===== src/hdl/pao_pkg.sv =====
/*
  Shared constants and carrier types for the pipelined converter's digital
  side: word layout, stage count, latency, buffer depth and timing counts.
  Assumes a 100 MHz system clock that oversamples the conversion clock.
*/
package pao_pkg;
  localparam int WORD_W = 12;
  localparam int NUM_STAGES = 12;
  localparam int SUM_W = 13;
  localparam int LATENCY_CYCLES = 7;
  localparam int FIFO_DEPTH = 32;
  // Conversion clock limits and the system clock rate.
  localparam int CONV_CLK_MIN_KHZ = 100;
  localparam int CONV_CLK_MAX_KHZ = 20000;
  localparam int SYS_CLK_KHZ = 100000;
  // Shortest conversion half period in system cycles, rounded down.
  localparam int CONV_HALF_MIN_CYCLES = SYS_CLK_KHZ / (2 * CONV_CLK_MAX_KHZ);
  // Word shown on the bus after reset, before the first conversion.
  localparam logic [11:0] RESET_WORD = 12'h000;
  // Offset binary code of a zero differential input.
  localparam logic [11:0] MID_SCALE = 12'h800;
  localparam logic [12:0] ROUND_ONE = 13'h0001;

  // One stage's two comparator outputs, thermometer coded.
  typedef struct packed {
    logic hi;
    logic lo;
  } pao_comp_t;

  // Partial corrected sum carried along with the sample it belongs to.
  typedef struct packed {
    logic valid;
    logic [SUM_W-1:0] sum;
  } pao_slot_t;

  // Track-and-hold switch controls; a one closes the switch.
  typedef struct packed {
    logic input_sample_switch_pos;
    logic input_sample_switch_neg;
    logic feedback_cap_switch_pos;
    logic feedback_cap_switch_neg;
    logic output_side_switch;
  } pao_switch_t;

  typedef enum logic [1:0] {TH_TRACK, TH_INPUT_OPEN, TH_FB_CLOSED, TH_HOLD} pao_th_state_t;
endpackage


===== src/hdl/pao_top.sv =====
/*
  Digital side of a 12-stage pipelined converter: stage-code alignment,
  error correction, a 32-word buffer, the output latch with tri-state enable,
  shutdown, and track-and-hold switch sequencing.
  Assumes conversion clock, comparator codes and control pins are synchronous
  to clk, and that the conversion clock half period is at least 2 clk cycles.
*/
// What this block does
// - Enable input high puts all twelve output lines in high impedance.
// - Enable input low drives the sample word onto the output lines.
// - Shutdown input high stops conversion.
// - Output bit 0 is least significant, bit 11 most significant.
// - A sample's result appears seven conversion cycles after it is taken.
// - Twelve stages; a sample advances one stage each half conversion cycle.
// - Each stage's two comparators give a two-bit code worth one bit.
// - Redundant stage codes are combined by digital error correction.
// - Open input switches, then close feedback switches, then output switch.
// - Samples are taken on the true clock's rising edge.
// - Output is offset binary; zero input gives 1000 0000 0000.
// - Enabled outputs hold the last word during shutdown.
`timescale 1ns/10ps
`default_nettype none

////////////////////////////////////////////////////////////////////////////////
// Word buffer: fall-through FIFO with valid and ready on both sides.
module pao_fifo #(
  parameter int WIDTH = 12,
  parameter int DEPTH = 32
) (
  input wire logic clk,
  input wire logic reset_n,
  input wire logic in_valid,
  output logic in_ready,
  input wire logic [WIDTH-1:0] in_data,
  output logic out_valid,
  input wire logic out_ready,
  output logic [WIDTH-1:0] out_data
);
  localparam int AW = $clog2(DEPTH);
  logic [WIDTH-1:0] mem [DEPTH];
  logic [AW-1:0] wr_ptr;
  logic [AW-1:0] rd_ptr;
  logic [AW:0] count;
  logic push;
  logic pop;

  // Full and empty come from the occupancy count, so neither can lie.
  assign in_ready = (count != (AW+1)'(DEPTH));
  assign out_valid = (count != '0);
  assign out_data = mem[rd_ptr];
  assign push = in_valid && in_ready;
  assign pop = out_valid && out_ready;

  // Storage has no reset; only the pointers and the count carry control state.
  always_ff @(posedge clk) begin
    if (push) begin
      mem[wr_ptr] <= in_data;
    end
  end

  // Pointers wrap naturally since the depth is a power of two.
  always_ff @(posedge clk or negedge reset_n) begin
    if (!reset_n) begin
      wr_ptr <= '0;
      rd_ptr <= '0;
      count <= '0;
    end else begin
      if (push) begin
        wr_ptr <= wr_ptr + 1'b1;
      end
      if (pop) begin
        rd_ptr <= rd_ptr + 1'b1;
      end
      count <= count + (AW+1)'(push) - (AW+1)'(pop);
    end
  end
endmodule

////////////////////////////////////////////////////////////////////////////////
// Top level of the converter's digital side.
module pao_top (
  input wire logic clk,
  input wire logic reset_n,
  input wire logic conv_clk_p,
  input wire logic conv_clk_n,
  input wire pao_pkg::pao_comp_t [11:0] stage_comp,
  input wire logic shutdown_request,
  input wire logic output_enable_n,
  output logic [11:0] sample_word_out,
  output logic sample_word_oe_n,
  output pao_pkg::pao_switch_t th_switch
);
  import pao_pkg::*;

  pao_slot_t slot [NUM_STAGES];
  pao_th_state_t th_state;
  logic conv_p_prev;
  logic conv_n_prev;
  logic p_rise;
  logic p_fall;
  logic n_rise;
  logic half_event;
  logic run;
  logic fifo_in_ready;
  logic fifo_in_valid;
  logic [11:0] fifo_in_data;
  logic fifo_out_valid;
  logic fifo_out_ready;
  logic [11:0] fifo_out_data;
  logic [11:0] next_word;

  // A stage's thermometer code counted as 0, 1 or 2, placed at its weight.
  // An illegal code (hi without lo) is read as the top level, 2.
  function automatic logic [SUM_W-1:0] stage_weight(input pao_comp_t c, input int idx);
    logic [SUM_W-1:0] level;
    level = c.hi ? SUM_W'(2) : (c.lo ? SUM_W'(1) : SUM_W'(0));
    return level << (NUM_STAGES - 1 - idx);
  endfunction

  ////////////////////////////////////////////////////////////////////////////
  // Conversion clock edges; both halves advance the pipeline.
  always_ff @(posedge clk or negedge reset_n) begin
    if (!reset_n) begin
      conv_p_prev <= 1'b0;
      conv_n_prev <= 1'b1;
    end else begin
      conv_p_prev <= conv_clk_p;
      conv_n_prev <= conv_clk_n;
    end
  end

  assign p_rise = conv_clk_p && !conv_p_prev;
  assign p_fall = !conv_clk_p && conv_p_prev;
  // A single-ended clock leaves the complement at rest, so its fall counts too.
  assign n_rise = conv_clk_n && !conv_n_prev;
  // Full buffer stalls conversion rather than silently dropping words.
  // shutdown stops conversion
  assign run = !shutdown_request && fifo_in_ready;
  assign half_event = run && (p_rise || p_fall || n_rise);

  ////////////////////////////////////////////////////////////////////////////
  // twelve half-cycle stages
  // Each slot holds the partial sum of the sample now in that stage.
  // per-stage weighted code
  always_ff @(posedge clk or negedge reset_n) begin
    if (!reset_n) begin
      for (int j = 0; j < NUM_STAGES; j++) begin
        slot[j] <= '0;
      end
    end else if (half_event) begin
      slot[0].valid <= p_rise;
      slot[0].sum <= stage_weight(stage_comp[0], 0);
      for (int j = 1; j < NUM_STAGES; j++) begin
        slot[j].valid <= slot[j-1].valid;
        slot[j].sum <= slot[j-1].sum + stage_weight(stage_comp[j], j);
      end
    end else if (shutdown_request) begin
      // Samples in flight are abandoned so stale sums never reach the bus.
      for (int j = 0; j < NUM_STAGES; j++) begin
        slot[j].valid <= 1'b0;
      end
    end
  end

  // offset binary rounding
  // Half of (sum + 1): all-middle codes give mid scale, extremes give rails.
  assign fifo_in_data = 12'((slot[NUM_STAGES-1].sum + ROUND_ONE) >> 1);
  // finished word queued
  // Stage 11 finishes in the second half of cycle five; queue on cycle six.
  assign fifo_in_valid = run && p_rise && slot[NUM_STAGES-1].valid;

  pao_fifo #(
    .WIDTH(WORD_W),
    .DEPTH(FIFO_DEPTH)
  ) u_fifo (
    .clk(clk),
    .reset_n(reset_n),
    .in_valid(fifo_in_valid),
    .in_ready(fifo_in_ready),
    .in_data(fifo_in_data),
    .out_valid(fifo_out_valid),
    .out_ready(fifo_out_ready),
    .out_data(fifo_out_data)
  );

  ////////////////////////////////////////////////////////////////////////////
  // output latch on cycle seven
  assign fifo_out_ready = !shutdown_request && p_rise;
  assign next_word = (fifo_out_valid && fifo_out_ready) ? fifo_out_data : sample_word_out;

  // bit 0 is the least significant
  always_ff @(posedge clk or negedge reset_n) begin
    if (!reset_n) begin
      sample_word_out <= RESET_WORD;
    end else begin
      sample_word_out <= next_word;
    end
  end

  always_ff @(posedge clk or negedge reset_n) begin
    if (!reset_n) begin
      sample_word_oe_n <= 1'b1;
    end else begin
      sample_word_oe_n <= output_enable_n;
    end
  end

  ////////////////////////////////////////////////////////////////////////////
  // break-before-make hold sequence
  // Each step lasts one clk so the input and feedback switches never close together.
  always_ff @(posedge clk or negedge reset_n) begin
    if (!reset_n) begin
      th_state <= TH_TRACK;
    end else begin
      unique case (th_state)
        TH_TRACK: begin
          if (run && p_rise) begin
            th_state <= TH_INPUT_OPEN;
          end
        end
        TH_INPUT_OPEN: th_state <= TH_FB_CLOSED;
        TH_FB_CLOSED: th_state <= TH_HOLD;
        TH_HOLD: begin
          if (shutdown_request || p_fall || n_rise) begin
            th_state <= TH_TRACK;
          end
        end
      endcase
    end
  end

  // Switch drives are registered from the current state, one clk behind it.
  always_ff @(posedge clk or negedge reset_n) begin
    if (!reset_n) begin
      th_switch <= '0;
    end else begin
      th_switch.input_sample_switch_pos <= (th_state == TH_TRACK) && !shutdown_request;
      th_switch.input_sample_switch_neg <= (th_state == TH_TRACK) && !shutdown_request;
      th_switch.feedback_cap_switch_pos <= (th_state == TH_FB_CLOSED) || (th_state == TH_HOLD);
      th_switch.feedback_cap_switch_neg <= (th_state == TH_FB_CLOSED) || (th_state == TH_HOLD);
      th_switch.output_side_switch <= (th_state == TH_HOLD);
    end
  end

  ////////////////////////////////////////////////////////////////////////////
  // Checks kept beside the logic they guard.
  a_oe_follows_pin: assert property (@(posedge clk) disable iff (!reset_n)
    output_enable_n |=> sample_word_oe_n)
    else $error("output enable did not release the bus");
  a_oe_drives_bus: assert property (@(posedge clk) disable iff (!reset_n)
    !output_enable_n |=> !sample_word_oe_n)
    else $error("output enable did not drive the bus");
  a_shutdown_no_queue: assert property (@(posedge clk) disable iff (!reset_n)
    shutdown_request |-> !fifo_in_valid && !half_event)
    else $error("conversion continued in shutdown");
  a_shutdown_hold_word: assert property (@(posedge clk) disable iff (!reset_n)
    shutdown_request |=> $stable(sample_word_out))
    else $error("output word changed during shutdown");
  a_latch_from_fifo: assert property (@(posedge clk) disable iff (!reset_n)
    fifo_out_valid && p_rise && !shutdown_request |=> sample_word_out == $past(fifo_out_data))
    else $error("output latch missed the queued word");
  a_latch_only_rise: assert property (@(posedge clk) disable iff (!reset_n)
    !p_rise |=> $stable(sample_word_out))
    else $error("output changed off the sampling edge");
  a_stage_advance: assert property (@(posedge clk) disable iff (!reset_n)
    half_event |=> slot[NUM_STAGES-1].valid == $past(slot[NUM_STAGES-2].valid))
    else $error("pipeline slot did not advance");
  a_mid_scale: assert property (@(posedge clk) disable iff (!reset_n)
    slot[NUM_STAGES-1].sum == 13'h0FFF |-> fifo_in_data == MID_SCALE)
    else $error("mid codes did not give mid scale");
  a_switch_order: assert property (@(posedge clk) disable iff (!reset_n)
    $rose(th_switch.output_side_switch) |-> $past(th_switch.feedback_cap_switch_pos)
      && !th_switch.input_sample_switch_pos)
    else $error("output switch closed out of order");
  a_no_overlap: assert property (@(posedge clk) disable iff (!reset_n)
    !(th_switch.input_sample_switch_pos && th_switch.feedback_cap_switch_pos))
    else $error("input and feedback switches closed together");
endmodule

`default_nettype wire


===== config.mk =====
export PLATFORM = sky130hd
export DESIGN_NAME = pao_top
export DESIGN_NICKNAME = d
export VERILOG_FILES = /design/src/hdl/pao_pkg.sv /design/src/hdl/pao_top.sv
export SDC_FILE = /design/constraint.sdc
export NUM_CORES = 1
export LEC_CHECK = 0
export BUFFER_PORTS_ARGS = -buffer_cell sky130_fd_sc_hd__buf_2
export CORE_ASPECT_RATIO = 1.1
export CORE_MARGIN = 2
export CORE_UTILIZATION = 35
export DETAILED_ROUTE_END_ITERATION = 10
export GPL_TIMING_DRIVEN = 1
export PLACE_DENSITY = 0.53
export REMOVE_ABC_BUFFERS = 1
export SLEW_MARGIN = 10
export SYNTH_ARGS = -nofsm -noshare
export SYNTH_HDL_FRONTEND = slang
export SYNTH_SLANG_ARGS = --single-unit

===== constraint.sdc =====
create_clock -name clk -period 5.7 [get_ports clk]
set_input_delay 1.14 -clock clk [delete_from_list [all_inputs] [get_ports clk]]
set_output_delay 1.14 -clock clk [all_outputs]
set_load 0.02 [all_outputs]

==> impl_metrics.csv <==
group,metric,value,unit
worst_setup_path,cp_data_required_time,5.92,ns
grt,grt-ovfl-total,0,
worst_setup_path,crit_arrival,3.45,ns
worst_setup_path,end_kind,"flip-flop",
status,status,"complete, no violations",
worst_setup_path,start_kind,"input port",
cells_and_area,mostFrequentLayoutCell,"edfxtp_1",
cells_and_area,nNetsFinal,1621,
pwr,ir_drop,0.000282,V
pwr,p_total,0.0117,W
floorplan,die_area,64300,µm²
sta,hold_ws,0.421,ns
yosys,netlist_instances,1476,
sta,period_share,0.566,
drt,ant_nets,0,
clock_tree,cts.path.max_buffers,3,
yosys,synthArstFlopShare,0.264,
drt,routed_wl,46100,µm
drt,vias,11800,
grt,grt_max_degree,87,
placed_design,dpl.cell_count,2324,
clock_tree,numCtsBuffers,55,
cells_and_area,antennaDiodeCount,0,
clock_tree,postCtsSetupRepairBufs,0,
yosys,ys.flop_type,"edfxtp_1",
clock_tree,tritoncts,"done",
cells_and_area,post-route-util,0.402,
drt,dr.pass1.iters,5,
yosys,synthesis.area,21800,µm²
drt,drt_iter0_drc,701,
placed_design,port_buffers,47,
worst_setup_path,slowest_stage,"nor2_1",
clock_tree,clock_sinks,522,
worst_setup_path,cp-startpoint,"shutdown_request",
cells_and_area,area_delta_synth_final,14.2,%
sta,finClkSkew,0.0279,ns
pwr,powerDensity,470,nW/µm²
yosys,avgSynthCellArea,14.8,µm²
cells_and_area,instances_no_fill,2427,
clock_tree,clk_latency,0.62,ns
clock_tree,cts-root-buf,"clkbuf_16",
cells_and_area,final_cell_mix,"edfxtp_1 (384), nand2_1 (187), dfrtp_1 (135)",
sta,slew_viol_final,0,
sta,period_minus_slack,3.23,ns
worst_setup_path,cp_max_fo,17,
yosys,ys_top_cells_by_area,"edfxtp_1 (53%), dfrtp_1 (16%), mux2_2 (5.1%)",
yosys,synth-edff-count,384,
sta,hold_violations,0,
yosys,ys_ff_latch,522,
floorplan,io-pin-count,48,
drt,drc_errors,0,
cells_and_area,fillers,5825,
sta,fin_setup_tns,0,ns
worst_setup_path,critPathMaxStageDelay,0.96,ns
floorplan,die_x,242,µm
sta,worst_slew_pin_slew,1.15,ns
floorplan,die_y,266,µm
clock_tree,h-tree-depth,2,
sta,rsz0062_at_grt,"false",
grt,grt_pass1_wl,71800,µm
worst_setup_path,path_class,"in -> reg",
drt,wire_per_inst,19.0,µm
worst_setup_path,r2r_setup_slack,2.57,ns
clock_tree,clk_pin_slew_worst_paths,0.06,ns
placed_design,place.gp.congestion,0.750,
yosys,ys_seq_area_frac,0.687,
worst_setup_path,crit_chain,"buf_2 -> nand2b_1 -> nor3b_4 -> nand2_1 -> nor2_1",
yosys,synth_top_area_cell,"edfxtp_1",
hold_path,holdCritPathClass,"in -> async",
grt,grt_use_total,0.145,
floorplan,start_util,0.352,
pwr,p_leak,9.09,nW
placed_design,place_hpwl,28400,µm
grt,grt_pass1_vias,12100,
yosys,yosysTopAreaCellShare,0.529,
worst_setup_path,worstReg2RegStart,"u_fifo.count[2]",
sta,setup_violations,0,
clock_tree,cts_resized,0,
yosys,ys.warnings.count,0,
yosys,ys_types,46,
grt,antenna_found_initial,0,
cells_and_area,drive_gt1_frac,0.213,
sta,maxSlewHeadroom,0.232,
drt,viasPerCell,4.85,
floorplan,placement_rows,96,
floorplan,core_area,62000,µm²
clock_tree,holdBufCountCts,0,
sta,max_freq,310,MHz
flow_run,maxCapViolCount,0,
==> cell usage after synthesis, drive strengths merged, types with 3 or more instances <==
library cell,count
nand3,38
a211oi,24
xnor2,40
mux2i,34
xor2,38
nor3,28
clkbuf,30
mux4,28
a221o,11
mux2,104
and3,11
and2,3
nand2,187
nor2,71
nand2b,6
nand3b,14
dfrtp,136
or2,3
nand4,6
o21ai,84
edfxtp,384
buf,47
a21oi,5
o22ai,57
inv,15
ha,42
nor2b,15
==> cell type report <==
cell class / count / area (µm²) / area share
Multi-Input combinational cell: 862 / 6420 / 0.258
Inverter: 15 / 56.3 / 0.00226
Clock buffer: 68 / 1450 / 0.0580
Clock inverter: 35 / 359 / 0.0144
Sequential cell: 522 / 15000 / 0.602
Tap cell: 833 / 1040 / 0.0419
Timing Repair Buffer: 92 / 592 / 0.0238
==> through the flow <==
step / instance area, µm² / setup WS, ns
after global placement: 23100 / 1.89
after floorplan: 21400 / -0.156
final: 24900 / 2.47
after CTS: 24900 / 2.43
after detailed placement: 23100 / 1.80
after global routing: 24900 / 2.22
==> registers in the layout, summed over array words and instances (netlist names) <==
register and count:
conv_n_prev 1, conv_p_prev 1, sample_word_oe_n 1, sample_word_out 12, slot 102, th_state 2
th_switch 3, u_fifo.count 6, u_fifo.mem 384, u_fifo.rd_ptr 5, u_fifo.wr_ptr 5
==> logic make-up after synthesis <==
group | count (synthesis) | share of synthesized area
muxes | 166 | 0.0984
xor gates and xnor gates | 78 | 0.0313
AOI/OAI and AO/OA | 185 | 0.0540
adders and majority gates | 43 | 0.0250
DFF | 522 | 0.687
buffers and inverters | 92 | 0.0238
and+or+nand+nor | 390 | 0.0805
==> power by group <==
part / total, W / switching [W] / internal [W]
clock network: 0.00358 / 0.00150 / 0.00208
registers: 0.00519 / 0.000422 / 0.00476
logic: 0.00295 / 0.00183 / 0.00112
==> critical path, delay by kind of cell <==
kind | cells | cell delay (ns)
and+or+nand+nor | 4 | 2.09
buffers and inverters | 1 | 0.20
==> path summary, 6_finish.rpt <==
path,endpoint,cells after the start
setup / recovery,u_fifo.mem[23][3],5
hold / removal,slot[30],1
setup reg to reg,u_fifo.mem[23][3],6
hold reg to reg,slot[135],2
max in group asynchronous,u_fifo.rd_ptr[1],2
min in group clk,slot[135],2
==> layer usage <==
layer / up-vias / share of wire / wire, µm / GRT usage
met1: 5902 / 0.44 / 20200 / 0.183
met5: - / 0 / 0 / 0
li1: 5624 / - / - / -
met4: 0 / 0.026 / 1200 / 0.0439
met2: 192 / 0.50 / 23100 / 0.254
met3: 64 / 0.033 / 1530 / 0.0245
Note: power is estimated with default switching activity, not from simulation.
